<file path="config.mk">
export PLATFORM = sky130hd
export DESIGN_NAME = rdl_top
export DESIGN_NICKNAME = d
export VERILOG_FILES = /design/src/shared/rdl_pkg.sv /design/src/hw/rdl_top.sv
export SDC_FILE = /design/constraint.sdc
export NUM_CORES = 1
export LEC_CHECK = 0
export BUFFER_PORTS_ARGS = -buffer_cell sky130_fd_sc_hd__clkbuf_2
export CORE_UTILIZATION = 47
export DETAILED_ROUTE_END_ITERATION = 10
export GPL_TIMING_DRIVEN = 0
export HOLD_SLACK_MARGIN = 0.1
export PLACE_DENSITY = 0.85
export SYNTH_ARGS = -nofsm -noshare
export SYNTH_HDL_FRONTEND = slang
export SYNTH_SLANG_ARGS = --single-unit
</file>
<file path="constraint.sdc">
create_clock -name clk -period 1.7 [get_ports clk]
set_input_delay 0.255 -clock clk [delete_from_list [all_inputs] [get_ports clk]]
set_output_delay 0.255 -clock clk [all_outputs]
set_load 0.01 [all_outputs]
</file>
<file path="src/shared/rdl_pkg.sv">
// Constants for the receive data link output block: register map, fields, timing.
// Assumes a 200 MHz system clock and a 32-bit APB register bus.
// Operation
// External receiver selected: shared pin carries the serial link bit.
// Serial bits are the three C-bits of subframe 5 from the framer.
// Without C-bit parity mode the serial bit stays high.
// Serial bit changes only on the falling edge of the link bit clock.
// Internal receiver selected: shared pin carries the message-end indication.
// Message end asserts on last byte read or receiver buffer overrun.
// Message end changes only on a falling edge of the overhead clock.
// Reading the receiver interrupt status register deasserts message end.
// Message end resets to active-low open drain; configurable active high.
// With external DMA, board wire-ORs open-drain message end onto host interrupt.
// Link bit clock from overhead clock, three cycles per frame, low 1.9 us.
// Open drain: released while deasserted, pulled low only while asserted.
package rdl_pkg;

	// Register byte offsets
	localparam logic [7:0] CTRL_OFS     = 8'h00;
	localparam logic [7:0] STATE_OFS    = 8'h04;
	localparam logic [7:0] INT_STAT_OFS = 8'h08;
	localparam logic [7:0] INT_CLR_OFS  = 8'h0C;
	localparam logic [7:0] INT_EN_OFS   = 8'h10;

	// Control fields
	localparam int CTRL_EXT_SEL_BIT = 0;
	localparam int CTRL_CBIT_BIT    = 1;
	localparam int CTRL_ACT_HI_BIT  = 2;
	localparam logic [2:0] CTRL_RESET = 3'h0;

	// Interrupt event fields
	localparam int INT_EOM_BIT   = 0;
	localparam int INT_OVR_BIT   = 1;
	localparam int INT_LBIT_BIT  = 2;
	localparam int INT_WIDTH     = 3;
	localparam logic [2:0] INT_RESET = 3'h0;

	// Link bit clock low time
	localparam int CLK_PERIOD_PS = 5000;
	localparam int LINK_LOW_NS   = 1900;
	localparam int LINK_LOW_CYCLES = (LINK_LOW_NS * 1000 + CLK_PERIOD_PS - 1) / CLK_PERIOD_PS;
	localparam int LOW_CNT_W     = 9;

	// Link bit clock phase
	typedef enum logic [0:0] {
		LC_HIGH = 1'b0,
		LC_LOW  = 1'b1
	} rdl_lclk_t;

endpackage

</file>
<file path="src/hw/rdl_top.sv">
// Receive data link outputs: serial link bit and clock, or message-end pin, plus APB regs.
// Assumes framer, receiver and overhead clock inputs are synchronous to clk.
`timescale 1ns/1ps
module rdl_top #(
	parameter int LOW_CYCLES = rdl_pkg::LINK_LOW_CYCLES
) (
	input  wire logic        clk,
	input  wire logic        rst_b,
	input  wire logic        clk_en,
	input  wire logic        psel,
	input  wire logic        penable,
	input  wire logic        pwrite,
	input  wire logic [7:0]  paddr,
	input  wire logic [31:0] pwdata,
	output logic      [31:0] prdata,
	output logic             pready,
	output logic             pslverr,
	input  wire logic        rx_overhead_clock,
	input  wire logic        dl_bit_strobe,
	input  wire logic        dl_bit,
	input  wire logic        last_byte_read,
	input  wire logic        buffer_overrun,
	input  wire logic        int_status_read,
	output logic             rx_link_bit_clock,
	output logic             rx_link_pin_o,
	output logic             rx_link_pin_oe_n,
	output logic             irq
);

	logic [2:0]                     ctrl_r;
	logic [rdl_pkg::INT_WIDTH-1:0]  int_stat_r;
	logic [rdl_pkg::INT_WIDTH-1:0]  int_en_r;
	logic                           oh_prev_r;
	logic                           oh_fall;
	logic                           pend_valid_r;
	logic                           pend_bit_r;
	rdl_pkg::rdl_lclk_t             lclk_r;
	logic [rdl_pkg::LOW_CNT_W-1:0]  low_cnt_r;
	logic                           serial_bit_r;
	logic                           eom_pend_r;
	logic                           eom_level_r;
	logic                           lbit_event;
	logic                           eom_event;
	logic                           ext_sel;
	logic                           cbit_en;
	logic                           act_hi;
	logic                           apb_setup;
	logic                           apb_commit;
	logic [31:0]                    rd_nxt;
	logic                           err_nxt;
	logic                           pin_o_nxt;
	logic                           pin_oe_n_nxt;
	logic                           low_done;

	assign ext_sel = ctrl_r[rdl_pkg::CTRL_EXT_SEL_BIT];
	assign cbit_en = ctrl_r[rdl_pkg::CTRL_CBIT_BIT];
	assign act_hi  = ctrl_r[rdl_pkg::CTRL_ACT_HI_BIT];

	// APB phases: first access cycle decodes, second completes
	assign apb_setup  = psel && penable && !pready;
	assign apb_commit = psel && penable && pready;

	// Falling edge of the overhead clock, sampled as an ordinary input
	assign oh_fall  = oh_prev_r && !rx_overhead_clock;
	assign low_done = low_cnt_r >= LOW_CYCLES[rdl_pkg::LOW_CNT_W-1:0];

	// Message-end event from the internal receiver
	assign eom_event  = last_byte_read || buffer_overrun;
	assign lbit_event = oh_fall && (lclk_r == rdl_pkg::LC_HIGH) && pend_valid_r;

	// Overhead clock edge history
	always_ff @(posedge clk)
	begin
		if (!rst_b)
			oh_prev_r <= 1'b0;
		else if (clk_en)
			oh_prev_r <= rx_overhead_clock;
	end

	// Read data and error decode
	always_comb
	begin
		rd_nxt  = 32'h0000_0000;
		err_nxt = 1'b0;
		if (paddr == rdl_pkg::CTRL_OFS)
			rd_nxt[2:0] = ctrl_r;
		else if (paddr == rdl_pkg::STATE_OFS)
			rd_nxt[3:0] = {pend_valid_r, serial_bit_r, lclk_r == rdl_pkg::LC_HIGH, eom_pend_r};
		else if (paddr == rdl_pkg::INT_STAT_OFS)
			rd_nxt[2:0] = int_stat_r;
		else if (paddr == rdl_pkg::INT_CLR_OFS)
			rd_nxt = 32'h0000_0000; // Write-only, reads zero
		else if (paddr == rdl_pkg::INT_EN_OFS)
			rd_nxt[2:0] = int_en_r;
		else
			err_nxt = 1'b1;
	end

	// APB answer: one wait state, data held while pready is high
	always_ff @(posedge clk)
	begin
		if (!rst_b)
		begin
			pready  <= 1'b0;
			prdata  <= 32'h0000_0000;
			pslverr <= 1'b0;
		end
		else if (clk_en)
		begin
			pready  <= apb_setup;
			pslverr <= apb_setup && err_nxt;
			if (apb_setup)
				prdata <= pwrite ? 32'h0000_0000 : rd_nxt;
		end
	end

	// Control register
	always_ff @(posedge clk)
	begin
		if (!rst_b)
			ctrl_r <= rdl_pkg::CTRL_RESET;
		else if (clk_en && apb_commit && pwrite && paddr == rdl_pkg::CTRL_OFS)
			ctrl_r <= pwdata[2:0];
	end

	// Interrupt enable register
	always_ff @(posedge clk)
	begin
		if (!rst_b)
			int_en_r <= rdl_pkg::INT_RESET;
		else if (clk_en && apb_commit && pwrite && paddr == rdl_pkg::INT_EN_OFS)
			int_en_r <= pwdata[2:0];
	end

	// Sticky interrupt status; a new event wins over a clear
	always_ff @(posedge clk)
	begin
		if (!rst_b)
			int_stat_r <= rdl_pkg::INT_RESET;
		else if (clk_en)
		begin
			if (apb_commit && pwrite && paddr == rdl_pkg::INT_CLR_OFS)
				int_stat_r <= int_stat_r & ~pwdata[2:0] | {lbit_event, buffer_overrun, eom_event};
			else
				int_stat_r <= int_stat_r | {lbit_event, buffer_overrun, eom_event};
		end
	end

	// Level interrupt from enabled status bits
	always_ff @(posedge clk)
	begin
		if (!rst_b)
			irq <= 1'b0;
		else if (clk_en)
			irq <= |(int_stat_r & int_en_r);
	end

	// Hold the next framer bit until the link clock can take it
	always_ff @(posedge clk)
	begin
		if (!rst_b)
		begin
			pend_valid_r <= 1'b0;
			pend_bit_r   <= 1'b1;
		end
		else if (clk_en)
		begin
			if (dl_bit_strobe)
			begin
				pend_valid_r <= 1'b1;
				pend_bit_r   <= dl_bit;
			end
			else if (lbit_event)
				pend_valid_r <= 1'b0;
		end
	end

	// Link bit clock: falls with each bit, rises after the low time
	always_ff @(posedge clk)
	begin
		if (!rst_b)
		begin
			lclk_r    <= rdl_pkg::LC_HIGH;
			low_cnt_r <= '0;
		end
		else if (clk_en)
		begin
			case (lclk_r)
				rdl_pkg::LC_HIGH:
				begin
					if (lbit_event)
					begin
						lclk_r    <= rdl_pkg::LC_LOW;
						low_cnt_r <= '0;
					end
				end
				rdl_pkg::LC_LOW:
				begin
					if (!low_done)
						low_cnt_r <= low_cnt_r + 1'b1;
					if (oh_fall && low_done)
						lclk_r <= rdl_pkg::LC_HIGH;
				end
				default:
					lclk_r <= rdl_pkg::LC_HIGH;
			endcase
		end
	end

	// Serial bit loads as the link clock falls; held high outside parity mode
	always_ff @(posedge clk)
	begin
		if (!rst_b)
			serial_bit_r <= 1'b1;
		else if (clk_en)
		begin
			if (!cbit_en)
				serial_bit_r <= 1'b1;
			else if (lbit_event)
				serial_bit_r <= pend_bit_r;
		end
	end

	// Message-end pending: event wins over the status read
	always_ff @(posedge clk)
	begin
		if (!rst_b)
			eom_pend_r <= 1'b0;
		else if (clk_en)
		begin
			if (eom_event)
				eom_pend_r <= 1'b1;
			else if (int_status_read)
				eom_pend_r <= 1'b0;
		end
	end

	// Visible message-end level follows pending on overhead clock falls
	always_ff @(posedge clk)
	begin
		if (!rst_b)
			eom_level_r <= 1'b0;
		else if (clk_en && oh_fall)
			eom_level_r <= eom_pend_r;
	end

	// Shared pin mux and drive style
	always_comb
	begin
		pin_o_nxt    = 1'b0;
		pin_oe_n_nxt = 1'b1;
		if (ext_sel)
		begin
			pin_o_nxt    = serial_bit_r;
			pin_oe_n_nxt = 1'b0;
		end
		else if (act_hi)
		begin
			pin_o_nxt    = eom_level_r;
			pin_oe_n_nxt = 1'b0;
		end
		else
		begin
			pin_o_nxt    = 1'b0;
			pin_oe_n_nxt = !eom_level_r;
		end
	end

	// Registered pin and link clock outputs
	always_ff @(posedge clk)
	begin
		if (!rst_b)
		begin
			rx_link_pin_o     <= 1'b0;
			rx_link_pin_oe_n  <= 1'b1;
			rx_link_bit_clock <= 1'b1;
		end
		else if (clk_en)
		begin
			rx_link_pin_o     <= pin_o_nxt;
			rx_link_pin_oe_n  <= pin_oe_n_nxt;
			rx_link_bit_clock <= (lclk_r == rdl_pkg::LC_HIGH);
		end
	end

	// Pin follows serial bit when the external receiver is selected
	chk_pin_serial_mode: assert property (@(posedge clk) disable iff (!rst_b)
		clk_en && ext_sel |=> !rx_link_pin_oe_n && rx_link_pin_o == $past(serial_bit_r))
		else $error("pin not driving serial bit");

	// Loaded serial bit equals the held framer bit
	chk_serial_bit_value: assert property (@(posedge clk) disable iff (!rst_b)
		clk_en && cbit_en && lbit_event |=> serial_bit_r == $past(pend_bit_r))
		else $error("serial bit not taken from framer");

	// Serial bit forced high outside parity mode
	chk_serial_held_high: assert property (@(posedge clk) disable iff (!rst_b)
		clk_en && !cbit_en |=> serial_bit_r)
		else $error("serial bit not high outside parity mode");

	// Serial bit changes only as the link clock falls
	chk_serial_on_fall: assert property (@(posedge clk) disable iff (!rst_b)
		$changed(serial_bit_r) && $past(cbit_en) |-> $past(lbit_event) && lclk_r == rdl_pkg::LC_LOW)
		else $error("serial bit changed off the link clock fall");

	// Open-drain message end in internal mode
	chk_pin_open_drain: assert property (@(posedge clk) disable iff (!rst_b)
		clk_en && !ext_sel && !act_hi |=> !rx_link_pin_o && rx_link_pin_oe_n == !$past(eom_level_r))
		else $error("open-drain message end wrong");

	// Active-high message end in internal mode
	chk_pin_active_high: assert property (@(posedge clk) disable iff (!rst_b)
		clk_en && !ext_sel && act_hi |=> !rx_link_pin_oe_n && rx_link_pin_o == $past(eom_level_r))
		else $error("active-high message end wrong");

	// Event raises message end pending
	chk_eom_set: assert property (@(posedge clk) disable iff (!rst_b)
		clk_en && (last_byte_read || buffer_overrun) |=> eom_pend_r)
		else $error("message end not raised");

	// Status read clears pending unless a new event arrives
	chk_eom_clear: assert property (@(posedge clk) disable iff (!rst_b)
		clk_en && int_status_read && !eom_event |=> !eom_pend_r)
		else $error("message end not cleared by status read");

	// Visible level moves only on overhead clock falls
	chk_eom_timing: assert property (@(posedge clk) disable iff (!rst_b)
		$changed(eom_level_r) |-> $past(oh_fall) && $past(clk_en))
		else $error("message end changed off the overhead clock fall");

	// Reset leaves the pin open-drain and released
	chk_reset_drive: assert property (@(posedge clk)
		rst_b && !$past(rst_b) |-> !act_hi && rx_link_pin_oe_n && !rx_link_pin_o)
		else $error("reset drive style wrong");

	// Link clock low for the full low time and rises on an overhead fall
	chk_link_low_time: assert property (@(posedge clk) disable iff (!rst_b)
		lclk_r == rdl_pkg::LC_LOW && $past(lclk_r) == rdl_pkg::LC_HIGH
		|-> !(lclk_r == rdl_pkg::LC_HIGH) [*8])
		else $error("link clock low too short");

	chk_link_rise: assert property (@(posedge clk) disable iff (!rst_b)
		lclk_r == rdl_pkg::LC_HIGH && $past(lclk_r) == rdl_pkg::LC_LOW
		|-> $past(oh_fall) && $past(low_cnt_r) >= LOW_CYCLES)
		else $error("link clock rose early");

	// Interrupt output follows enabled sticky bits
	chk_irq_level: assert property (@(posedge clk) disable iff (!rst_b)
		clk_en |=> irq == |($past(int_stat_r) & $past(int_en_r)))
		else $error("interrupt output wrong");

endmodule

</file>
* Word level (Yosys, flattened, before mapping) *
Cells that the tools add are included.

word-level totals
  output and inout port bits = 38
  input bits = 52
  word-level logic and storage cells = 91
  register bits = 63

cells by class
  reduce and logical (&&, ||, !) cells = 29
  order comparisons = 1
  mux-type cells = 29
  equality and inequality tests = 7
  add/subtract/negate cells = 1
  bitwise gates (word level) = 6

operators by type and width
  cell                                           number
  two-way mux 32 bit                             1
  two-way mux 1 bit                              18
  two-way mux 9 bit                              2
  one-hot mux 9 bit (2 select lines)             1
  == test 8 x 4 -> 1 bit, second input constant  2
  logical AND 1 bit                              15
  two-way mux 3 bit                              5
  AND reduction 2 bit                            5
  adder 9 x 1 -> 9 bit, second input constant    1
  >= comparator 9 bit, second input constant     1
  == test 8 x 3 -> 1 bit, second input constant  1
  == test 8 x 5 -> 1 bit, second input constant  1
  logical NOT 8 bit                              1
  bitwise AND 3 bit                              2
  bitwise OR 3 bit                               2
  two-way mux 4 bit                              1
  != test 2 bit, second input constant           2
  nonzero test 2 bit                             2
  logical NOT 1 bit                              3
  NOT 3 bit                                      1
  AND reduction 3 bit                            1
  OR reduction 3 bit                             1
  != test 2 x 1 -> 1 bit, second input constant  1
  one-hot mux 1 bit (2 select lines)             1
  other kinds (2)                                2

* Logic depth before layout (Yosys ltp) *
Gate-level depths: netlist (run 1).

  depth in word-level cells = 7
  mapped depth = 6
  depth with buffers taken out = 4

* Least setup slack after synthesis (run 1) *
No wires, ideal clock.

  path kind = input -> register
  start point = input paddr[7]
  end point = register int_stat_r[1] (netlist bit)
  library setup time = 135 ps
  arrival = 1471 ps
  stages = 4
  path slack = 94 ps
  path buffers = 0
  data required time = 1565 ps
  cells stage by stage = or4_4 -> or3_1 -> nor4_2 -> a311oi_1

between the ends
  word-level cells in the longest chain between the ends = 3

ends and longest elaborated chain
  element                 RTL line        text
  start, declared         rdl_top.sv:13   input wire logic [7:0] paddr,
  == test 8 x 4 -> 1 bit  rdl_top.sv:142  if (apb_commit && pwrite && paddr == rdl_pkg::INT_CLR_OFS)
  logical AND 1 bit       rdl_top.sv:142
  two-way mux 3 bit       rdl_top.sv:142
  end signal, assigned    rdl_top.sv:139  int_stat_r <= rdl_pkg::INT_RESET;
  end signal, assigned    rdl_top.sv:143  int_stat_r <= int_stat_r & ~pwdata[2:0] | {lbit_event, buffer_overrun, eom_event};
  end signal, assigned    rdl_top.sv:145  int_stat_r <= int_stat_r | {lbit_event, buffer_overrun, eom_event};
  end, declared           rdl_top.sv:31   logic [rdl_pkg::INT_WIDTH-1:0] int_stat_r;

Every way passes these cells.
A chain may end at the register's enable or synchronous reset.

* Worst setup path after layout (run 1) *
  start point = input paddr[4]
  end point = register int_stat_r[0] (netlist bit)

The elaborated chain is that of the path after synthesis.

==> metrics.txt, run 1 <==
GR Util met3 0.03938; final count of negative-setup-slack endpoints 0; Least-Margin Pin Slew ~0.66 ns; largest cells by area after synthesis dfxtp_1 (36%), buf_4 (11%), mux2i_1 (5.1%); CTS H-Tree Depth 2; Initial DRC Count 126; crit-path max cell delay 0.55 ns; VDD IR-drop max between 0.0007 and 0.0008 V; vias in the first global route 1627; DR vias/cell 5.218; die area 0.004426 mm2; Synth area leader dfxtp_1; Routed wire per std cell 12.88 um; crit path launch type input pin; share of the synthesized area in the top cell type 0.3581; post-route cell area approximately 0.0024 mm2; critical path depth 5; Detail Placement HPWL 3262 um; Final Max Tran Viols 0; starting density of the core 0.4892; Worst-path clk slew 0.07 ns; Routed Antenna Nets 0; CP Launch Point paddr[4]; pwr/cell area 760.4 mW/mm2; Worst slew margin 0.5579; M2 GR Usage 0.3814; crit path buf inv count 1; TritonCTS Sinks 35; met1 Use GR 0.2548; number of antenna violations at the first check in global routing 0; Most Used Layer, Global Route met2; drt total wl 4431 um; Ant. Diodes 0; Layout Nets 347; Yosys Warn Count 0; critical path arrival approximately 1.8 ns; first-pass GRT wire length 7307 um; via count 1795; Yosys reg bits 35; CP max stage cell or4_4; Post-DP Area between 0.002 and 0.0025 mm2; hold depth 2; reg2reg setup slack 0.18 ns; latest clock arrival within the worst-skew pair 0.30 ns; clock root buffer master clkbuf_8; ratio of final minimum period to clock period 0.9445; Final Wtd Congestion 0.8490; Distinct cells, synth 46; Seq/Total Area, Yosys 0.3581; syn_area_per_cell 8.545 um2; static leakage a little over 1 nW; Worst R2R Start pend_valid_r$_SDFFE_PN0P_; die height 66.53 um; ys flop type dfxtp_1; Final Skew a little under 0.01 ns; hold slack about 0.18 ns; Crit Path Class in -> reg; critical path, cell by cell clkbuf_2, or4_4, or3_1, nor4_2, a31oi_1; max_cap viols 0; Die X 66.53 um; Post-synth EDFFs 0; Final Util 0.6040; # DRC 0; asr flop ratio synth 0; Setup WS pre-CTS -0.2240 ns; Achievable Freq roughly 0.62 GHz; Syn-to-layout area delta 23.47%; clk buf depth 2; Setup crit end kind flip-flop; most frequent cells after synthesis dfxtp_1 (35), buf_4 (28), nand2_1 (17), nor2_1 (17), nand3_1 (16); grt total ovfl 0; hold wc startpoint pwdata[2]; CTS tree yes; Hold Violations, Final 0; most frequent cell after synthesis dfxtp_1; largest net degree at the start of global routing 12; Synth Cell Area 0.001957 mm2; GR Util All Layers 0.2216; # rows 23; Hold/Removal Path Class in -> reg; Max FO, Critical Path 9; post-synthesis instance total roughly 230; final worst slack between 0.09 and 0.1 ns; core region area 0.004000 mm2; first drt pass iteration count 5; RSZ-0062 raised after global routing false; depth of the worst register-to-register path 4; I/O pins 90; final critical-path required period 1.606 ns; CTS Buf Count 5; Final Total Pwr between 1.5 and 2 mW; port bufs 31; share of cells above drive strength 1 0.2925; CP top delay family simple AND/OR/NAND/NOR gates; Crit path required time 1.86 ns; cts hold-fix bufs 0; outcome complete, no violations
## per-layer routing
layer / wire [um] / vias to the layer above / part of all wire
met5: 0 / - / 0
met4: 90 / 0 / 0.020
met3: 238 / 12 / 0.054
met2: 2253 / 64 / 0.51
met1: 1849 / 814 / 0.42
li1: - / 905 / -
## state kept, by name, indices dropped and copies added (netlist names)
name and count:
low_cnt_r 9, prdata 4, ctrl_r 3, int_en_r 3, int_stat_r 3, eom_level_r 1
eom_pend_r 1, irq 1, lclk_r 1, oh_prev_r 1, pend_bit_r 1, pend_valid_r 1
pready 1, pslverr 1, rx_link_bit_clock 1, rx_link_pin_o 1, rx_link_pin_oe_n 1, serial_bit_r 1
## cells by family (layout without fill, tap and decap cells)
| group | count (synthesis) | after routing | share of synthesized area |
|---|---|---|---|
| mux | 10 | 10 | 0.05115 |
| buf+inv | 44 | 82 | 0.1426 |
| other cells | 1 | 28 | 0.001916 |
| compound gates | 51 | 51 | 0.1733 |
| fa+ha+maj | 2 | 2 | 0.01279 |
| flops | 35 | 35 | 0.3581 |
| simple gates | 86 | 86 | 0.2602 |
## final timing paths
check,end
worst max-delay path,int_stat_r[0]$_SDFFE_PN0P_
worst min-delay path,int_stat_r[2]$_SDFFE_PN0P_
worst max register to register,low_cnt_r[5]$_SDFFE_PN0P_
worst min register to register,prdata[3]$_SDFFE_PN0P_
## area by class of cell
class / count / area, um2
Fill cell: 346 / 1584
Multi-Input combinational cell: 177 / 1099
Sequential cell: 35 / 701.9
Buffer: 35 / 246.5
Timing Repair Buffer: 31 / 155.1
Clock buffer: 6 / 82.58
Tap cell: 50 / 62.56
Clock inverter: 2 / 35.03
Inverter: 8 / 33.78
## where the power goes
| part | leakage, nW | switching, mW | internal (mW) |
|---|---|---|---|
| logic | 0.672 | 0.116 | 0.0931 |
| clock network | 0.0612 | 0.307 | 0.474 |
| registers | 0.285 | 0.0120 | 0.835 |
## cell usage in the layout, fill, tap and decap left out, types with 2 or more instances in the layout
cell type,instances
dfxtp_1,34
clkbuf_2,33
buf_4,28
conb_1,28
nand2_1,17
nor2_1,17
nand3_1,15
o21ai_0,14
a21oi_1,13
mux2i_1,10
inv_1,7
nand4_1,6
o31ai_1,6
clkbuf_8,6
or3_1,5
clkbuf_1,4
or2_2,3
nand2b_1,3
a32oi_1,3
or4_4,2
nor4_4,2
nor4_2,2
a31oi_1,2
a2111o_1,2
o211ai_1,2
or2b_1,2
ha_1,2
## stage by stage
step / std cells / TNS [ns]
floorplan: 256 / 0
global placement: 337 / -1.036
detailed placement: 337 / -1.492
CTS: 345 / -0.003052
global route: 344 / 0
finish: 344 / 0
## repair_timing
item                       in CTS  in global routing
setup buffers                   0                  0
setup endpoints to repair       1                  8
pin swaps                       0                  1
gates resized for setup         0                  8
Power figures use the tool's default switching activity.
==> inputs of run 2 (changes only) <==
--- a/config.mk
+++ b/config.mk
@@ -11,6 +11,8 @@
 export GPL_TIMING_DRIVEN = 0
 export HOLD_SLACK_MARGIN = 0.1
 export PLACE_DENSITY = 0.85
+export RECOVER_POWER = 25
+export SLEW_MARGIN = 0
 export SYNTH_ARGS = -nofsm -noshare
 export SYNTH_HDL_FRONTEND = slang
 export SYNTH_SLANG_ARGS = --single-unit
==> run 2 against run 1 <==
  * Core utilization decreased by 0.28 points
  * Power about the same
  * Critical path depth unchanged
  * Final cell count stayed put
  * Non-clock buffer count did not move
  * Clock skew about the same
  * Largest power group unchanged
  * Cell area fell by 0.47%
  * Worst setup slack gained 0.0092 ns
  * Sequential power about the same
  * Via count increased by 0.56%
  * Flip-flop and latch count unchanged
==> metrics.txt, run 2 (synthesis results as in run 1) <==
Worst-path clk slew 0.07 ns (about the same); critical path depth 5 (unchanged); Ant. Diodes 0 (unchanged); port bufs 31 (unchanged); static leakage 0.9892 nW (was 1.018 nW); Final Skew 0.009973 ns (was 0.009791 ns); final worst slack 0.1036 ns (was 0.09440 ns); Detail Placement HPWL 3262 um (unchanged); Least-Margin Pin Slew 0.6228 ns (was 0.6571 ns); Worst slew margin 0.5810 (was 0.5579); # DRC 0 (unchanged); most frequent cells in the layout dfxtp_1 (34), buf_4 (28), conb_1 (28) (was dfxtp_1 (34), clkbuf_2 (33), buf_4 (28), conb_1 (28)); number of antenna violations at the first check in global routing 0 (unchanged); Hold Violations, Final 0 (unchanged); CP top delay family simple AND/OR/NAND/NOR gates (unchanged); first drt pass iteration count 4 (was 5); Achievable Freq 0.6264 GHz (was 0.6228 GHz); CP max stage cell or4_4 (unchanged); pwr/cell area 764.4 mW/mm2 (was 760.4 mW/mm2); crit path buf inv count 1 (unchanged); first-pass GRT wire length 7307 um (unchanged); Routed Antenna Nets 0 (unchanged); GR Util All Layers 0.2216 (unchanged); crit path launch type input pin (unchanged); worst hold path endpoint int_stat_r[2]$_SDFFE_PN0P_ (unchanged); ratio of final minimum period to clock period 0.9391 (was 0.9445); largest net degree at the start of global routing 12 (unchanged); outcome complete, no violations (unchanged); Setup crit end kind flip-flop (unchanged); Final Total Pwr 1.838 mW (was 1.837 mW); Setup WS pre-CTS -0.2240 ns (unchanged); grt total ovfl 0 (unchanged); multi-input logic area 0.001099 mm2 (unchanged); # rows 23 (unchanged); core region area 0.004000 mm2 (unchanged); vias in the first global route 1627 (unchanged); final critical-path required period 1.596 ns (was 1.606 ns); latest clock arrival within the worst-skew pair 0.30 ns (about the same); die area 0.004426 mm2 (unchanged); clk buf depth 2 (unchanged); CTS Buf Count 5 (unchanged); cts hold-fix bufs 0 (unchanged); hold depth 2 (unchanged); depth of the worst register-to-register path 4 (unchanged); Top Registers low_cnt_r x9, prdata x4 (unchanged); Crit Path Class in -> reg (unchanged); RSZ-0062 raised after global routing false (unchanged); Crit path required time 1.86 ns (about the same); DR vias/cell 5.247 (was 5.218); TritonCTS Sinks 35 (unchanged); Worst R2R Start pend_valid_r$_SDFFE_PN0P_ (unchanged); critical path, cell by cell clkbuf_2, or4_4, or3_1, nor4_2, a31oi_1 (unchanged); final std cells w/o fill 344 (unchanged); Reg area 701.9 um2 (unchanged); drt total wl 4434 um (was 4431 um); R2R Path End low_cnt_r[5]$_SDFFE_PN0P_ (unchanged); crit-path max cell delay 0.55 ns (about the same); most common cell after layout, fill and taps aside dfxtp_1 (unchanged); I/O pins 90 (unchanged); Max FO, Critical Path 9 (unchanged); total placed cells including tap cells 337 (unchanged); postcts setup bufs 0 (unchanged); VDD IR-drop max 0.0007750 V (was 0.0007751 V); Final Wtd Congestion 0.8490 (unchanged); clock root buffer master clkbuf_8 (unchanged); Routed wire per std cell 12.89 um (was 12.88 um); Hold/Removal Path Class in -> reg (unchanged); hold wc startpoint pwdata[2] (unchanged); max FFs per register 9 (unchanged); reg2reg setup slack 0.18 ns (about the same); final count of negative-setup-slack endpoints 0 (unchanged); Layout Nets 347 (unchanged); die height 66.53 um (unchanged); Syn-to-layout area delta 22.89% (was 23.47%); critical path arrival 1.76 ns (about the same); CTS tree yes (unchanged); largest reg by FF count low_cnt_r (unchanged); Final Max Tran Viols 0 (unchanged); CTS H-Tree Depth 2 (unchanged); Initial DRC Count 130 (was 126); starting density of the core 0.4892 (unchanged); share of cells above drive strength 1 0.2619 (was 0.2925); max_cap viols 0 (unchanged); Die X 66.53 um (unchanged); via count 1805 (was 1795); Layout fillers 342 (was 346)
-- run 2: cell counts in the layout (fill, tap and decap cells not counted) --
Identical to the previous run, type by type.
-- run 2: layout make-up --
| type | instances | share of cell area |
|---|---|---|
| Clock buffer | 6 | 0.03434 |
| Tap cell | 50 | 0.02601 |
| Buffer | 35 | 0.1025 |
| Inverter | 8 | 0.01405 |
| Sequential cell | 35 | 0.2919 |
| Clock inverter | 2 | 0.01457 |
| Timing Repair Buffer | 31 | 0.05983 |
| Multi-Input combinational cell | 177 | 0.4568 |
-- run 2: per-stage QoR --
step / utilization / instance area, um2 / hold WS, ns / setup TNS, ns
global route: 0.6012 / 2405 / 0.1939 / 0
CTS: 0.5984 / 2394 / 0.1675 / -0.003052
detailed placement: 0.5690 / 2276 / 0.4498 / -1.492
floorplan: - / 2058 / 0.3561 / 0
finish: 0.6012 / 2405 / 0.1815 / 0
global placement: 0.5690 / 2276 / 0.4400 / -1.036
-- run 2: power by group --
group | switching (mW) | internal, mW
Clock | 0.309 | 0.474
Sequential | 0.0122 | 0.835
Combinational | 0.116 | 0.0922
Total | 0.437 | 1.40
-- run 2: worst reg2reg max path, delay by kind of cell, from the launching register on --
| family | cells | cell delay (ns) |
|---|---|---|
| flops | 1 | 0.38 |
| compound gates | 1 | 0.39 |
| mux | 1 | 0.22 |
| simple gates | 2 | 0.47 |
-- run 2: worst max path at each step --
| stage | from | slack [ns] | to |
|---|---|---|---|
| floorplan | paddr[7] | 0.09 | int_stat_r[1]$_SDFFE_PN0P_ |
| global placement | paddr[4] | -0.21 | int_stat_r[1]$_SDFFE_PN0P_ |
| detailed placement | paddr[4] | -0.22 | int_stat_r[0]$_SDFFE_PN0P_ |
| CTS | lclk_r$_SDFFE_PN0P_ | -0.003 | low_cnt_r[5]$_SDFFE_PN0P_ |
| global route | paddr[4] | 0.0006 | int_stat_r[0]$_SDFFE_PN0P_ |
| finish | paddr[4] | 0.10 | int_stat_r[0]$_SDFFE_PN0P_ |
-- run 2: timing repair --
item | in CTS | in global routing
gates resized for setup | 0 | 8
pin swaps | 0 | 1
endpoints found under the setup margin | 1 | 8
-- run 2: routing by layer --
metal | global-route usage | wire length (um) | vias up | part of all wire
met5 | 0 | 0 | - | 0
met4 | 0.1303 | 102 | 0 | 0.023
met3 | 0.03938 | 225 | 12 | 0.051
met2 | 0.3814 | 2231 | 65 | 0.50
met1 | 0.2548 | 1875 | 821 | 0.42
li1 | - | - | 907 | -
==> inputs of run 3 (changes only) <==
--- a/config.mk
+++ b/config.mk
@@ -5,12 +5,13 @@
 export SDC_FILE = /design/constraint.sdc
 export NUM_CORES = 1
 export LEC_CHECK = 0
+export ABC_AREA = 1
 export BUFFER_PORTS_ARGS = -buffer_cell sky130_fd_sc_hd__clkbuf_2
 export CORE_UTILIZATION = 47
 export DETAILED_ROUTE_END_ITERATION = 10
 export GPL_TIMING_DRIVEN = 0
 export HOLD_SLACK_MARGIN = 0.1
-export PLACE_DENSITY = 0.85
+export PLACE_DENSITY = 0.84
 export RECOVER_POWER = 25
 export SLEW_MARGIN = 0
 export SYNTH_ARGS = -nofsm -noshare
==> run 3 against run 2 <==
  * Power grew 7.3%
  * Die area grew 5.5%
  * Via count is 14% higher
  * Largest cell class unchanged
  * Largest power group is now the clock network
  * Critical path depth grew 2
  * Sequential share of layout area fell by 1.3 points
  * Worst hold slack improved by 0.024 ns
  * Non-clock buffer count is the same
  * Register-to-register slack improved by 0.15 ns
  * Highest routed layer unchanged
  * Final cell count grew 23%
  * Core utilization grew 0.90 points
==> metrics.txt, run 3 <==
Max FO, Critical Path 8 (was 9); most frequent CP cell nand2_1; Achievable Freq 0.7308 GHz (was 0.6264 GHz); clock root buffer master clkbuf_8 (unchanged); max FFs per register 9 (unchanged); depth of the worst register-to-register path 7 (was 4); Final Skew 0.006698 ns (was 0.009973 ns); hold wc startpoint rx_overhead_clock (was pwdata[2]); Distinct cells, synth 30 (was 46); critical path, cell by cell nand2_1, nor3_1, nand2_1, nand3_2, nand2_1, nand2_1, a21oi_1 (was clkbuf_2, or4_4, or3_1, nor4_2, a31oi_1); most frequent cell after synthesis nand2_1 (was dfxtp_1); cts hold-fix bufs 0 (unchanged); first-pass GRT wire length 7838 um (was 7307 um); DR top layer met4 (unchanged); first drt pass iteration count 4 (unchanged); core region area 0.004115 mm2 (was 0.004000 mm2); asr flop ratio synth 0 (unchanged); post-CTS sizing 0 (unchanged); Crit Path Class reg -> reg (was in -> reg); most frequent cells in the layout nand2_1 (66), inv_1 (37), nand3_1 (36) (was dfxtp_1 (34), buf_4 (28), conb_1 (28)); outcome complete, no violations (unchanged); Hold/Removal Path Class in -> reg (unchanged); most frequent cells after synthesis nand2_1 (66), inv_1 (37), nand3_1 (36) (was dfxtp_1 (35), buf_4 (28), nand2_1 (17), nor2_1 (17), nand3_1 (16)); Worst R2R Start low_cnt_r[6]$_SDFFE_PN0P_ (was pend_valid_r$_SDFFE_PN0P_); ratio of final minimum period to clock period 0.8050 (was 0.9391); reg2reg setup slack 0.33 ns (was 0.18 ns); Final Wtd Congestion 0.8954 (was 0.8490); final worst slack 0.3316 ns (was 0.1036 ns); crit-path max cell delay 0.42 ns (was 0.55 ns); met3 WL 277 um (was 225 um); die area 0.004670 mm2 (was 0.004426 mm2); ys flop type dfxtp_1 (unchanged); RSZ-0062 raised after global routing false (unchanged); Ant. Diodes 0 (unchanged); Routed wire per std cell 11.43 um (was 12.89 um); critical path arrival 1.53 ns (was 1.76 ns); GR Util All Layers 0.2277 (was 0.2216); Synth area leader dfxtp_1 (unchanged); pwr/cell area 785.5 mW/mm2 (was 764.4 mW/mm2); DR vias/cell 4.886 (was 5.247); worst hold path endpoint oh_prev_r$_SDFFE_PN0P_ (was int_stat_r[2]$_SDFFE_PN0P_); Top Registers low_cnt_r x9, prdata x4 (unchanged); die height 68.34 um (was 66.53 um); Initial DRC Count 87 (was 130); port bufs 32 (was 31); number of antenna violations at the first check in global routing 0 (unchanged); syn_area_per_cell 6.781 um2 (was 8.545 um2); # rows 23 (unchanged); Yosys Warn Count 0 (unchanged); CP Launch Point low_cnt_r[6]$_SDFFE_PN0P_ (was paddr[4]); Setup WS pre-CTS 0.3459 ns (was -0.2240 ns); met2 WL 2451 um (was 2231 um); largest cells by area after synthesis dfxtp_1 (34%), nand2_1 (12%), buf_4 (10%) (was dfxtp_1 (36%), buf_4 (11%), mux2i_1 (5.1%)); CTS tree yes (unchanged); Final Max Tran Viols 0 (unchanged); wl on met1 2021 um (was 1875 um); TritonCTS Sinks 35 (unchanged); CTS Buf Count 5 (unchanged); Routed Antenna Nets 0 (unchanged); share of the synthesized area in the top cell type 0.3388 (was 0.3581); Die X 68.34 um (was 66.53 um); post-synthesis instance total 305 (was 229); grt total ovfl 0 (unchanged); via count 2062 (was 1805); vias in the first global route 1788 (was 1627); latest clock arrival within the worst-skew pair 0.30 ns (about the same); CP max stage cell dfxtp_1 (was or4_4); Post-synth EDFFs 0 (unchanged); Hold Violations, Final 0 (unchanged); Yosys reg bits 35 (unchanged); final critical-path required period 1.368 ns (was 1.596 ns); CTS H-Tree Depth 2 (unchanged); VDD IR-drop max 0.0005838 V (was 0.0007750 V); Layout fillers 378 (was 342); clk buf depth 2 (unchanged); setup TNS 0 ns (unchanged); Crit path required time 1.86 ns (about the same); Synth Cell Area 0.002068 mm2 (was 0.001957 mm2); share of cells above drive strength 1 0.2070 (was 0.2619); starting density of the core 0.5026 (was 0.4892); Syn-to-layout area delta 21.42% (was 22.89%); postcts setup bufs 0 (unchanged); static leakage 1.164 nW (was 0.9892 nW); R2R Path End low_cnt_r[8]$_SDFFE_PN0P_ (was low_cnt_r[5]$_SDFFE_PN0P_); final count of negative-setup-slack endpoints 0 (unchanged); I/O pins 90 (unchanged); max_cap viols 0 (unchanged); Seq/Total Area, Yosys 0.3388 (was 0.3581); Worst slew margin 0.6413 (was 0.5810); drt total wl 4823 um (was 4434 um); # DRC 0 (unchanged); Least-Margin Pin Slew 0.5381 ns (was 0.6228 ns); largest reg by FF count low_cnt_r (unchanged); Detail Placement HPWL 3673 um (was 3262 um); most common cell after layout, fill and taps aside nand2_1 (was dfxtp_1); Worst-path clk slew 0.08 ns (was 0.07 ns); largest net degree at the start of global routing 12 (unchanged); hold depth 3 (was 2); crit path launch type flip-flop (was input pin); Layout Nets 425 (was 347); Setup crit end kind flip-flop (unchanged)
## run 3: changes by cell type after synthesis, sizes merged, moves of 6 or more
cell   before  now
nand2      17   67
nor2       17   30
o31ai       6    0
nand3      17   39
inv         7   38
a21oi      13   31
mux2i      10    0
## run 3: cells by family after synthesis
| family | count (synthesis) | share of synthesized area |
|---|---|---|
| fa+ha+maj | 2 | 0.01210 |
| other cells | 1 | 0.001813 |
| compound gates | 51 | 0.1367 |
| flops | 35 | 0.3388 |
| buf+inv | 72 | 0.1863 |
| simple gates | 141 | 0.3116 |
| xor+xnor | 3 | 0.01271 |
## run 3: power by group
| part | total, mW | switching [mW] | internal (mW) |
|---|---|---|---|
| logic | 0.221 | 0.130 | 0.0913 |
| registers | 0.854 | 0.0153 | 0.839 |
| clock network | 0.897 | 0.311 | 0.586 |
| total | 1.97 | 0.456 | 1.52 |
## run 3: worst max-delay path by stage
| stage | endpoint | slack (ns) | cells past startpoint |
|---|---|---|---|
| final | low_cnt_r[8]$_SDFFE_PN0P_ | 0.33 | 7 |
| after detailed placement | ctrl_r[0]$_SDFFE_PN0P_ | 0.35 | 7 |
| after global routing | low_cnt_r[8]$_SDFFE_PN0P_ | 0.20 | 9 |
| after CTS | low_cnt_r[8]$_SDFFE_PN0P_ | 0.34 | 7 |
| after global placement | ctrl_r[0]$_SDFFE_PN0P_ | 0.36 | 7 |
| after floorplan | low_cnt_r[8]$_SDFFE_PN0P_ | 0.48 | 9 |
## run 3: per-stage QoR
step                      cell area [um2]  instances  utilization  power [mW]  hold slack, ns
after floorplan                      2170        332            -       1.024          0.3933
after global placement               2392        414       0.5813       1.086          0.4451
after detailed placement             2392        414       0.5813       1.091          0.4614
after CTS                            2525        422       0.6136       1.979          0.1993
after global routing                 2511        422       0.6102       2.036          0.2320
final                                2511        422       0.6102       1.973          0.2058
## run 3: cell type report
cell class	instances	area (um2)	share of cell area
clock inverter	2	60.06	0.02392
timing repair buffer	32	155.1	0.06178
sequential	35	700.7	0.2790
tap	50	62.56	0.02491
clock buffer	6	72.57	0.02890
buffer	34	241.5	0.09616
multi-input combinational	225	1076	0.4285
inverter	38	142.6	0.05680
## run 3: metal layers
metal	vias to the layer above	GRT usage
met4	0	0.08073
li1	1064	-
met3	8	0.06000
met1	927	0.2560
met2	63	0.4081
met5	-	0
## run 3: critical path, delay by kind of cell (launching register included)
| kind | cells | cell delay, ns |
|---|---|---|
| flip-flops | 1 | 0.42 |
| AO/OA/AOI/OAI | 1 | 0.06 |
| AND/OR/NAND/NOR | 6 | 0.74 |
